[config.mk]
export PLATFORM = sky130hd
export DESIGN_NAME = modbus_can_error_response
export DESIGN_NICKNAME = d
export VERILOG_FILES = /design/src/inc/err_resp_pkg.sv /design/src/core/modbus_can_error_response.sv
export SDC_FILE = /design/constraint.sdc
export NUM_CORES = 1
export LEC_CHECK = 0
export CAP_MARGIN = 10
export CORE_AREA = 2 2 219 221
export DETAILED_ROUTE_END_ITERATION = 7
export DIE_AREA = 0 0 221 223
export DONT_BUFFER_PORTS = 1
export GPL_TIMING_DRIVEN = 0
export MAX_ROUTING_LAYER = met4
export SYNTH_ARGS = -nofsm -noshare
export SYNTH_HDL_FRONTEND = slang
export SYNTH_SLANG_ARGS = --single-unit
[constraint.sdc]
create_clock -name mclk -period 7.1 [get_ports mclk]
set_input_delay 0.71 -clock mclk [delete_from_list [all_inputs] [get_ports mclk]]
set_output_delay 0.71 -clock mclk [all_outputs]
set_load 0.02 [all_outputs]
[src/inc/err_resp_pkg.sv]
package err_resp_pkg;
  // register byte offsets on the apb window
  localparam logic [7:0] OFF_CTRL = 8'h00;
  localparam logic [7:0] OFF_ERR_ID = 8'h04;
  localparam logic [7:0] OFF_TIMEOUT = 8'h08;
  localparam logic [7:0] OFF_BIT_RATE = 8'h0c;
  localparam logic [7:0] OFF_BIT_TIMING = 8'h10;
  localparam logic [7:0] OFF_RELOAD = 8'h14;
  localparam logic [7:0] OFF_STATUS = 8'h18;
  localparam logic [7:0] OFF_IRQ_STAT = 8'h1c;
  localparam logic [7:0] OFF_IRQ_MASK = 8'h20;

  // field positions
  localparam int CTRL_EN_BIT = 0;
  localparam int CTRL_EXT_BIT = 1;
  localparam int RELOAD_BIT = 0;
  localparam int IRQ_WRONG_NODE = 0;
  localparam int IRQ_NO_REPLY = 1;
  localparam int IRQ_EXCEPTION = 2;
  localparam int IRQ_TX_FAIL = 3;
  localparam int IRQ_W = 4;

  // reset values of staged and active settings
  localparam logic RST_EN = 1'b1;
  localparam logic RST_EXT = 1'b0;
  localparam logic [28:0] RST_ERR_ID = 29'h00007ff;
  localparam logic [15:0] RST_TIMEOUT_MS = 16'h0064;
  localparam logic [19:0] RST_BIT_RATE = 20'h14585;
  localparam logic [15:0] RST_BIT_TIMING = 16'h0000;

  // error frame contents
  localparam logic [7:0] CODE_NONE = 8'h00;
  localparam logic [7:0] CODE_WRONG_NODE = 8'h01;
  localparam logic [7:0] CODE_NO_REPLY = 8'h02;
  localparam logic [7:0] CODE_EXCEPTION = 8'h03;
  localparam logic [7:0] EXC_FLAG = 8'h80;
  localparam logic [3:0] FRAME_DLC = 4'h8;
  localparam logic [28:0] STD_ID_MASK = 29'h00007ff;

  // timing
  localparam int CLK_PERIOD_NS = 25;
  localparam int MS_NS = 1000000;
  localparam int MS_CYCLES = (MS_NS + CLK_PERIOD_NS - 1) / CLK_PERIOD_NS;
  localparam int FLASH_PERIOD_MS = 100;
  localparam logic [7:0] FLASH_HALF_MS = 8'(FLASH_PERIOD_MS / 2);

  // one-hot sequencer states
  typedef enum logic [2:0] {
    ST_IDLE = 3'b001,
    ST_WAIT = 3'b010,
    ST_SEND = 3'b100
  } state_t;

  // function codes that have a defined exception twin
  function automatic logic fc_known(input logic [7:0] f);
    return (f >= 8'h01 && f <= 8'h06) || f == 8'h0f || f == 8'h10;
  endfunction
endpackage

[src/core/modbus_can_error_response.sv]
// Functional notes
// - exception reply gives code 03 in byte0
// - bytes four to seven zero unless code 03
// - bytes 4..7: node, exc function, code, reserved
// - exception function is function with top bit
// - reply wait timeout set in milliseconds
// - timeout marks command, then next command
// - saved settings apply only after reload
// - cannot transmit: indicator flashes every 100ms
// - status query reports internal state
// - user-defined can bit rate accepted
// - frame uses set id, only when enabled
// - frame length 8, bytes one-three reserved
// - code 01 wrong node, 02 no reply
//
// Our own choices: the placing of the registers and the APB slave port.
module modbus_can_error_response #(
  parameter int ms_cycles = err_resp_pkg::MS_CYCLES // clocks per ms
) (
  input wire logic mclk, // system clock
  input wire logic sys_rst, // synchronous reset, high
  input wire logic psel, // apb select
  input wire logic penable, // apb access phase
  input wire logic pwrite, // apb direction
  input wire logic [7:0] paddr, // apb byte address
  input wire logic [31:0] pwdata, // apb write data
  output logic [31:0] prdata, // apb read data
  output logic pready, // apb ready
  output logic pslverr, // apb error, unmapped
  input wire logic cmd_sent, // pulse, command fully sent
  input wire logic [7:0] cmd_node, // node of sent command
  input wire logic [7:0] cmd_func, // function of sent command
  input wire logic reply_done, // pulse, complete reply frame
  input wire logic [7:0] reply_node, // reply node byte
  input wire logic [7:0] reply_func, // reply function byte
  input wire logic [7:0] reply_exc, // reply exception code
  output logic next_cmd, // pulse, send next command
  output logic cmd_timed_out, // pulse, command timed out
  input wire logic can_tx_ready, // can side takes frame
  input wire logic can_tx_fail, // level, no frame goes out
  output logic can_tx_valid, // error frame offered
  output logic can_tx_ext, // extended identifier
  output logic [28:0] can_tx_id, // error_frame_identifier
  output logic [3:0] can_tx_dlc, // data length
  output logic [63:0] can_tx_data, // byte n at bits 8n+7:8n
  output logic [19:0] can_bit_rate, // user rate, bit/s
  output logic [7:0] bit_timing_word_zero, // active timing byte 0
  output logic [7:0] bit_timing_word_one, // active timing byte 1
  output logic power_indicator_led, // high = lit
  output logic irq // level interrupt
);

  // staged settings, written by software
  logic en_stg_q, ext_stg_q;
  logic [28:0] id_stg_q;
  logic [15:0] tmo_stg_q;
  logic [19:0] rate_stg_q;
  logic [15:0] btw_stg_q;
  // active settings, used by the logic
  logic en_act_q, ext_act_q;
  logic [28:0] id_act_q;
  logic [15:0] tmo_act_q;
  logic [19:0] rate_act_q;
  logic [15:0] btw_act_q;
  // apb answer flops
  logic pready_q, pslverr_q;
  logic [31:0] prdata_q;
  // sequencer
  err_resp_pkg::state_t state_q, state_d;
  logic [7:0] node_q, func_q; // command under way
  logic [15:0] ms_div_q; // millisecond prescaler
  logic [15:0] ms_cnt_q; // elapsed ms in wait
  logic [7:0] last_code_q; // last reported code
  // frame flops
  logic tx_valid_q, tx_ext_q;
  logic [28:0] tx_id_q;
  logic [63:0] tx_data_q;
  logic next_q, tmo_q;
  // indicator
  logic led_q, fail_q;
  logic [7:0] flash_q;
  // interrupts
  logic [err_resp_pkg::IRQ_W-1:0] irq_stat_q, irq_mask_q, irq_set;
  logic irq_q;

  // apb decode; one wait state, answer on second access cycle
  wire acc = psel & penable;
  wire acc_first = acc & ~pready_q;
  wire wr = acc & pready_q & pwrite;
  wire hit_ctrl = paddr == err_resp_pkg::OFF_CTRL;
  wire hit_id = paddr == err_resp_pkg::OFF_ERR_ID;
  wire hit_tmo = paddr == err_resp_pkg::OFF_TIMEOUT;
  wire hit_rate = paddr == err_resp_pkg::OFF_BIT_RATE;
  wire hit_btw = paddr == err_resp_pkg::OFF_BIT_TIMING;
  wire hit_rel = paddr == err_resp_pkg::OFF_RELOAD;
  wire hit_stat = paddr == err_resp_pkg::OFF_STATUS;
  wire hit_ist = paddr == err_resp_pkg::OFF_IRQ_STAT;
  wire hit_imk = paddr == err_resp_pkg::OFF_IRQ_MASK;
  wire mapped = hit_ctrl | hit_id | hit_tmo | hit_rate | hit_btw | hit_rel |
    hit_stat | hit_ist | hit_imk;
  wire reload = wr & hit_rel & pwdata[err_resp_pkg::RELOAD_BIT];
  wire [err_resp_pkg::IRQ_W-1:0] w1c =
    (wr & hit_ist) ? pwdata[err_resp_pkg::IRQ_W-1:0] : '0;

  // status word: what the status query returns
  wire [31:0] status_w = {8'h00, last_code_q, 12'h000, en_act_q, fail_q,
    state_q == err_resp_pkg::ST_SEND, state_q == err_resp_pkg::ST_WAIT};

  // read mux
  wire [31:0] rd_w =
    hit_ctrl ? {30'h0, ext_stg_q, en_stg_q} :
    hit_id ? {3'h0, id_stg_q} :
    hit_tmo ? {16'h0, tmo_stg_q} :
    hit_rate ? {12'h0, rate_stg_q} :
    hit_btw ? {16'h0, btw_stg_q} :
    hit_stat ? status_w :
    hit_ist ? {28'h0, irq_stat_q} :
    hit_imk ? {28'h0, irq_mask_q} : 32'h0;

  // apb answer
  always_ff @(posedge mclk) begin
    if (sys_rst) begin
      pready_q <= 1'b0;
      pslverr_q <= 1'b0;
      prdata_q <= 32'h0;
    end else begin
      pready_q <= acc_first;
      pslverr_q <= acc_first & ~mapped;
      if (acc_first) begin
        prdata_q <= rd_w;
      end
    end
  end

  // staged settings; staying inert until a reload is the point
  always_ff @(posedge mclk) begin
    if (sys_rst) begin
      en_stg_q <= err_resp_pkg::RST_EN;
      ext_stg_q <= err_resp_pkg::RST_EXT;
      id_stg_q <= err_resp_pkg::RST_ERR_ID;
      tmo_stg_q <= err_resp_pkg::RST_TIMEOUT_MS;
      rate_stg_q <= err_resp_pkg::RST_BIT_RATE;
      btw_stg_q <= err_resp_pkg::RST_BIT_TIMING;
    end else if (wr) begin
      if (hit_ctrl) begin
        en_stg_q <= pwdata[err_resp_pkg::CTRL_EN_BIT];
        ext_stg_q <= pwdata[err_resp_pkg::CTRL_EXT_BIT];
      end
      if (hit_id) begin
        id_stg_q <= pwdata[28:0];
      end
      if (hit_tmo) begin
        tmo_stg_q <= pwdata[15:0];
      end
      if (hit_rate) begin
        rate_stg_q <= pwdata[19:0];
      end
      if (hit_btw) begin
        btw_stg_q <= pwdata[15:0];
      end
    end
  end

  // active settings: loaded at reset and on reload only
  always_ff @(posedge mclk) begin
    if (sys_rst) begin
      en_act_q <= err_resp_pkg::RST_EN;
      ext_act_q <= err_resp_pkg::RST_EXT;
      id_act_q <= err_resp_pkg::RST_ERR_ID;
      tmo_act_q <= err_resp_pkg::RST_TIMEOUT_MS;
      rate_act_q <= err_resp_pkg::RST_BIT_RATE;
      btw_act_q <= err_resp_pkg::RST_BIT_TIMING;
    end else if (reload) begin
      en_act_q <= en_stg_q;
      ext_act_q <= ext_stg_q;
      id_act_q <= id_stg_q;
      tmo_act_q <= tmo_stg_q;
      rate_act_q <= rate_stg_q;
      btw_act_q <= btw_stg_q;
    end
  end

  // reply classification
  wire in_wait = state_q == err_resp_pkg::ST_WAIT;
  wire in_send = state_q == err_resp_pkg::ST_SEND;
  wire node_bad = reply_node != node_q;
  wire is_exc = err_resp_pkg::fc_known(func_q) &&
    reply_func == (func_q | err_resp_pkg::EXC_FLAG);
  wire ms_tick = ms_div_q == 16'(ms_cycles - 1);
  // a zero timeout would never fire; treat it as one ms
  wire [15:0] tmo_lim = (tmo_act_q == 16'h0) ? 16'h0001 : tmo_act_q;
  wire tmo_hit = in_wait & ~reply_done & ms_tick &
    (ms_cnt_q >= tmo_lim - 16'h0001);
  wire ev = in_wait & (reply_done | tmo_hit);
  // reply beats timeout when both land together
  wire [7:0] code_w =
    reply_done ? (node_bad ? err_resp_pkg::CODE_WRONG_NODE :
      is_exc ? err_resp_pkg::CODE_EXCEPTION :
      err_resp_pkg::CODE_NONE) :
    err_resp_pkg::CODE_NO_REPLY;
  wire is_err = ev & (code_w != err_resp_pkg::CODE_NONE);
  wire do_send = is_err & en_act_q;
  // exception details only with code 03, else zeros
  wire [31:0] detail_w = (code_w == err_resp_pkg::CODE_EXCEPTION) ?
    {8'h00, reply_exc, reply_func, reply_node} : 32'h0;
  wire [28:0] id_w = ext_act_q ? id_act_q :
    (id_act_q & err_resp_pkg::STD_ID_MASK);

  // next state
  always_comb begin
    state_d = state_q;
    unique case (state_q)
      err_resp_pkg::ST_IDLE: begin
        if (cmd_sent) begin
          state_d = err_resp_pkg::ST_WAIT;
        end
      end
      err_resp_pkg::ST_WAIT: begin
        if (ev) begin
          state_d = do_send ? err_resp_pkg::ST_SEND : err_resp_pkg::ST_IDLE;
        end
      end
      err_resp_pkg::ST_SEND: begin
        if (can_tx_ready) begin
          state_d = err_resp_pkg::ST_IDLE;
        end
      end
    endcase
  end

  // sequencer flops and reply timer
  always_ff @(posedge mclk) begin
    if (sys_rst) begin
      state_q <= err_resp_pkg::ST_IDLE;
      node_q <= 8'h00;
      func_q <= 8'h00;
      ms_div_q <= 16'h0000;
      ms_cnt_q <= 16'h0000;
      last_code_q <= 8'h00;
    end else begin
      state_q <= state_d;
      if (state_q == err_resp_pkg::ST_IDLE && cmd_sent) begin
        node_q <= cmd_node;
        func_q <= cmd_func;
        ms_div_q <= 16'h0000;
        ms_cnt_q <= 16'h0000;
      end else begin
        // free-runs between commands so the indicator keeps time
        ms_div_q <= ms_tick ? 16'h0000 : ms_div_q + 16'h0001;
        if (in_wait && ms_tick) begin
          ms_cnt_q <= ms_cnt_q + 16'h0001;
        end
      end
      if (ev) begin
        last_code_q <= code_w;
      end
    end
  end

  // error frame and command pacing
  always_ff @(posedge mclk) begin
    if (sys_rst) begin
      tx_valid_q <= 1'b0;
      tx_ext_q <= 1'b0;
      tx_id_q <= 29'h0;
      tx_data_q <= 64'h0;
      next_q <= 1'b0;
      tmo_q <= 1'b0;
    end else begin
      // proceed after a clean reply, an unreported error or a sent frame
      next_q <= (ev & ~do_send) | (in_send & can_tx_ready);
      tmo_q <= tmo_hit;
      if (do_send) begin
        tx_valid_q <= 1'b1;
        tx_ext_q <= ext_act_q;
        tx_id_q <= id_w;
        tx_data_q <= {detail_w, 24'h000000, code_w};
      end else if (in_send && can_tx_ready) begin
        tx_valid_q <= 1'b0;
      end
    end
  end

  // indicator: steady while can works, 100 ms cycle while it fails
  always_ff @(posedge mclk) begin
    if (sys_rst) begin
      led_q <= 1'b1;
      flash_q <= 8'h00;
      fail_q <= 1'b0;
    end else begin
      fail_q <= can_tx_fail;
      if (!can_tx_fail) begin
        led_q <= 1'b1;
        flash_q <= 8'h00;
      end else if (ms_tick) begin
        if (flash_q == err_resp_pkg::FLASH_HALF_MS - 8'h01) begin
          flash_q <= 8'h00;
          led_q <= ~led_q;
        end else begin
          flash_q <= flash_q + 8'h01;
        end
      end
    end
  end

  // interrupt events
  assign irq_set[err_resp_pkg::IRQ_WRONG_NODE] =
    ev & (code_w == err_resp_pkg::CODE_WRONG_NODE);
  assign irq_set[err_resp_pkg::IRQ_NO_REPLY] =
    ev & (code_w == err_resp_pkg::CODE_NO_REPLY);
  assign irq_set[err_resp_pkg::IRQ_EXCEPTION] =
    ev & (code_w == err_resp_pkg::CODE_EXCEPTION);
  assign irq_set[err_resp_pkg::IRQ_TX_FAIL] = can_tx_fail & ~fail_q;

  // sticky bits; a set in the clearing cycle wins
  genvar gi;
  for (gi = 0; gi < err_resp_pkg::IRQ_W; gi++) begin : g_irq
    always_ff @(posedge mclk) begin
      if (sys_rst) begin
        irq_stat_q[gi] <= 1'b0;
        irq_mask_q[gi] <= 1'b0;
      end else begin
        irq_stat_q[gi] <= irq_set[gi] | (irq_stat_q[gi] & ~w1c[gi]);
        if (wr && hit_imk) begin
          irq_mask_q[gi] <= pwdata[gi];
        end
      end
    end
  end

  // interrupt line lags status by one cycle
  always_ff @(posedge mclk) begin
    if (sys_rst) begin
      irq_q <= 1'b0;
    end else begin
      irq_q <= |(irq_stat_q & irq_mask_q);
    end
  end

  // outputs, each straight from a flop except can_tx_dlc, which is the constant FRAME_DLC
  assign prdata = prdata_q;
  assign pready = pready_q;
  assign pslverr = pslverr_q;
  assign next_cmd = next_q;
  assign cmd_timed_out = tmo_q;
  assign can_tx_valid = tx_valid_q;
  assign can_tx_ext = tx_ext_q;
  assign can_tx_id = tx_id_q;
  assign can_tx_dlc = err_resp_pkg::FRAME_DLC;
  assign can_tx_data = tx_data_q;
  assign can_bit_rate = rate_act_q;
  assign bit_timing_word_zero = btw_act_q[7:0];
  assign bit_timing_word_one = btw_act_q[15:8];
  assign power_indicator_led = led_q;
  assign irq = irq_q;
endmodule // modbus_can_error_response

==> qor.yml <==
synth.most_common_cell: "nand2_1"
crit_buf_inv: 1
vdd_drop_max_uv: 160.1
ctsHoldBuffers: 0
status: "finished, final reports clean"
rr_startpoint: "tmo_act_q[7]"
multi_input_area_sq_um: 6669
cts_setup_buffers: 0
wl_mm: 46.26
internal-power_mw: 2.916
ios: 262
dr.pass1.iters: 7
synth_ff_type: "dfxtp_1"
die_w_um: 221
die_h_um: 223
critPathMaxFanout: 10
grt.total_usage: 0.1875
maxCapViolCount: 0
synth_area_leaders: "dfxtp_1 47%, nand2_1 14%, a21oi_1 6.2%, mux2i_1 4.0%, nand3_1 3.2%"
initial_utilization: 0.2950
dp_hpwl_mm: 36.28
startpoint: "tmo_act_q[7]"
gp_congestion: 0.9293
slowest_stage: "or4_1"
rsz0062_at_grt: "false"
vias: 12115
cts_resized: 0
synth_enable_flop_cells: 0
fin_crit_sh: 0.6640
min_period_ns: 4.714
final_util: 0.3375
r2r_cells: 17
critPathMaxStageDelay_ns: 0.61
worst-slew-pin-transition_ns: 1.120
relSlewSlack: 0.2520
wl_met2_mm: 20.93
yosysSeqAreaShare: 0.4722
drc: 0
cts.sinks: 328
hp-start: "pwdata[5]"
regArea_sq_um: 6566
clkLatencyLatePin_ns: 0.52
required_ns: 7.55
synthArstFlopShare: 0
clk_pin_slew_ns: 0.06
clkPwrFrac: 0.458
cellLeakagePower_nw: 5.822
num_antenna_cells: 0
power_frac_seq: 0.496
ys_ff_latch: 328
finalPower_mw: 3.788
critPathKind: "reg2reg"
netlist.area_leader.share: 0.4722
via_per_inst: 4.990
die_area_sq_um: 49280
whs_path_depth: 2
ys.warnings.count: 0
syn_to_final_growth_pct: 14.40
cts_buffers: 34
startpoint_type: "register"
coreArea_sq_um: 47150
finClkSkew_ns: 0.007325
synth.distinct_cells: 62
setup_viol: 0
crit_chain: "or4_1 > nor4_2 > and3_1 > a21oi_1 > ha_1 > nand2b_1 > nand2b_1 > nor4_1 > xnor2_1 > ha_1 > o21ai_0 > o21ai_0 > a221oi_1 > o21ai_1 > a21oi_2 > buf_6 > mux2i_1"
grt_pass1_vias: 11529
grt_max_degree: 14
rows: 80
route.met3.wl_mm: 4.285
synth.cell_area_sq_um: 13910
switching_power_uw: 872.4
clk_path_buf_depth: 3
n_fill_cell: 4945
grt.overflow.total: 0
worstPathArrival_ns: 5.16
synth_cells: 1710
path_depth: 17
slew_violations: 0
fmax_mhz: 212.1
wl_per_cell_um: 19.05
crit_family: "simple AND/OR/NAND/NOR gates"
syn_avg_cell_area_sq_um: 8.133
p_comb_frac: 0.046
cts_tree: "yes"
ant_nets: 0
antenna_found_initial: 1
tns_ns: 0
wl_met1_mm: 19.93
powerDensity_nw_per_um2: 238.1
drt_iter0_markers: 863
drive_gt1_frac: 0.06343
cts-root-buf: "clkbuf_16"
final_hold_viol_count: 0
cp-end-kind: "register"
yosys.area.top_type: "dfxtp_1"
sw_frac_of_total: 0.2303
highest_layer: "met4"
portBuffers: 0
reg2reg_slack_ns: 2.39
hp-class: "in2reg"
htreeDepth: 2
grt_pass1_wl_mm: 69.92
yosys-top-cells-count: "520 x nand2_1, 328 x dfxtp_1, 171 x a21oi_1"
final_nets: 1899
-- per-stage QoR --
| step | cell area, sq um | worst slack, ns | std cells | hold slack, ns |
|---|---|---|---|---|
| floorplan | 14070 | 3.139 | 1753 | 0.4324 |
| global placement | 14840 | 2.446 | 2368 | 0.4446 |
| detailed placement | 14840 | 2.348 | 2368 | 0.4528 |
| CTS | 15910 | 2.325 | 2428 | 0.2962 |
| global route | 15910 | 1.936 | 2428 | 0.3041 |
| finish | 15910 | 2.386 | 2428 | 0.3086 |
-- cells in the final DEF (no fill, tap or decap), drive strengths merged, types with 8 or more instances in the layout --
cell and n:
nand2 520, dfxtp 328, a21oi 173, clkbuf 145, nand3 89, nor2 84
buf 56, mux2i 55, conb 45, a22oi 42, xor2 36, xnor2 24
ha 21, o21ai 19, nor3 17, a21o 14, and3 13, nand4 12
nor4 12, inv 11, and4 9, nor2b 8, and2 8
-- metal layers --
metal,vias to the layer above,global-route usage
li1,5841,-
met1,5768,0.2338
met2,426,0.2911
met3,80,0.06124
met4,0,0.04979
met5,-,-
-- sequential cells by signal (all words and copies together) (netlist names), 20 cells and up --
register	count
id_act_q	29
id_stg_q	29
can_tx_data	26
can_tx_id	29
can_bit_rate	20
rate_stg_q	20
prdata	29
-- cell families after synthesis --
| kind of cell | Yosys count | share of synthesized area |
|---|---|---|
| DFF | 328 | 0.4722 |
| AOI/OAI and AO/OA | 286 | 0.1229 |
| muxes | 56 | 0.04040 |
| buffers and inverters | 159 | 0.05992 |
| xor gates and xnor gates | 60 | 0.03779 |
| other | 2 | 0.0005400 |
| and+or+nand+nor | 798 | 0.2474 |
| adders and majority gates | 21 | 0.01889 |
-- cell type report --
type / count / share of cell area
multi-input combinational: 1266 / 0.4192
buffer: 147 / 0.04954
inverter: 12 / 0.002831
clock inverter: 6 / 0.002045
clock buffer: 54 / 0.06535
sequential: 328 / 0.4127
tap: 615 / 0.04836
-- final timing paths --
kind	to
hold / removal	tmo_stg_q[5]
setup reg to reg	can_tx_id[22]
hold reg to reg	can_tx_id[10]
setup / recovery	can_tx_id[22]
-- power groups by stage --
stage	Clock, mW	Sequential, mW	Combinational [mW]
floorplan	0	1.91	0.133
global route	1.84	1.88	0.191
CTS	1.77	1.88	0.174
global placement	0	1.92	0.171
finish	1.73	1.88	0.176
detailed placement	0	1.92	0.174
Power figures use the tool's default switching activity.
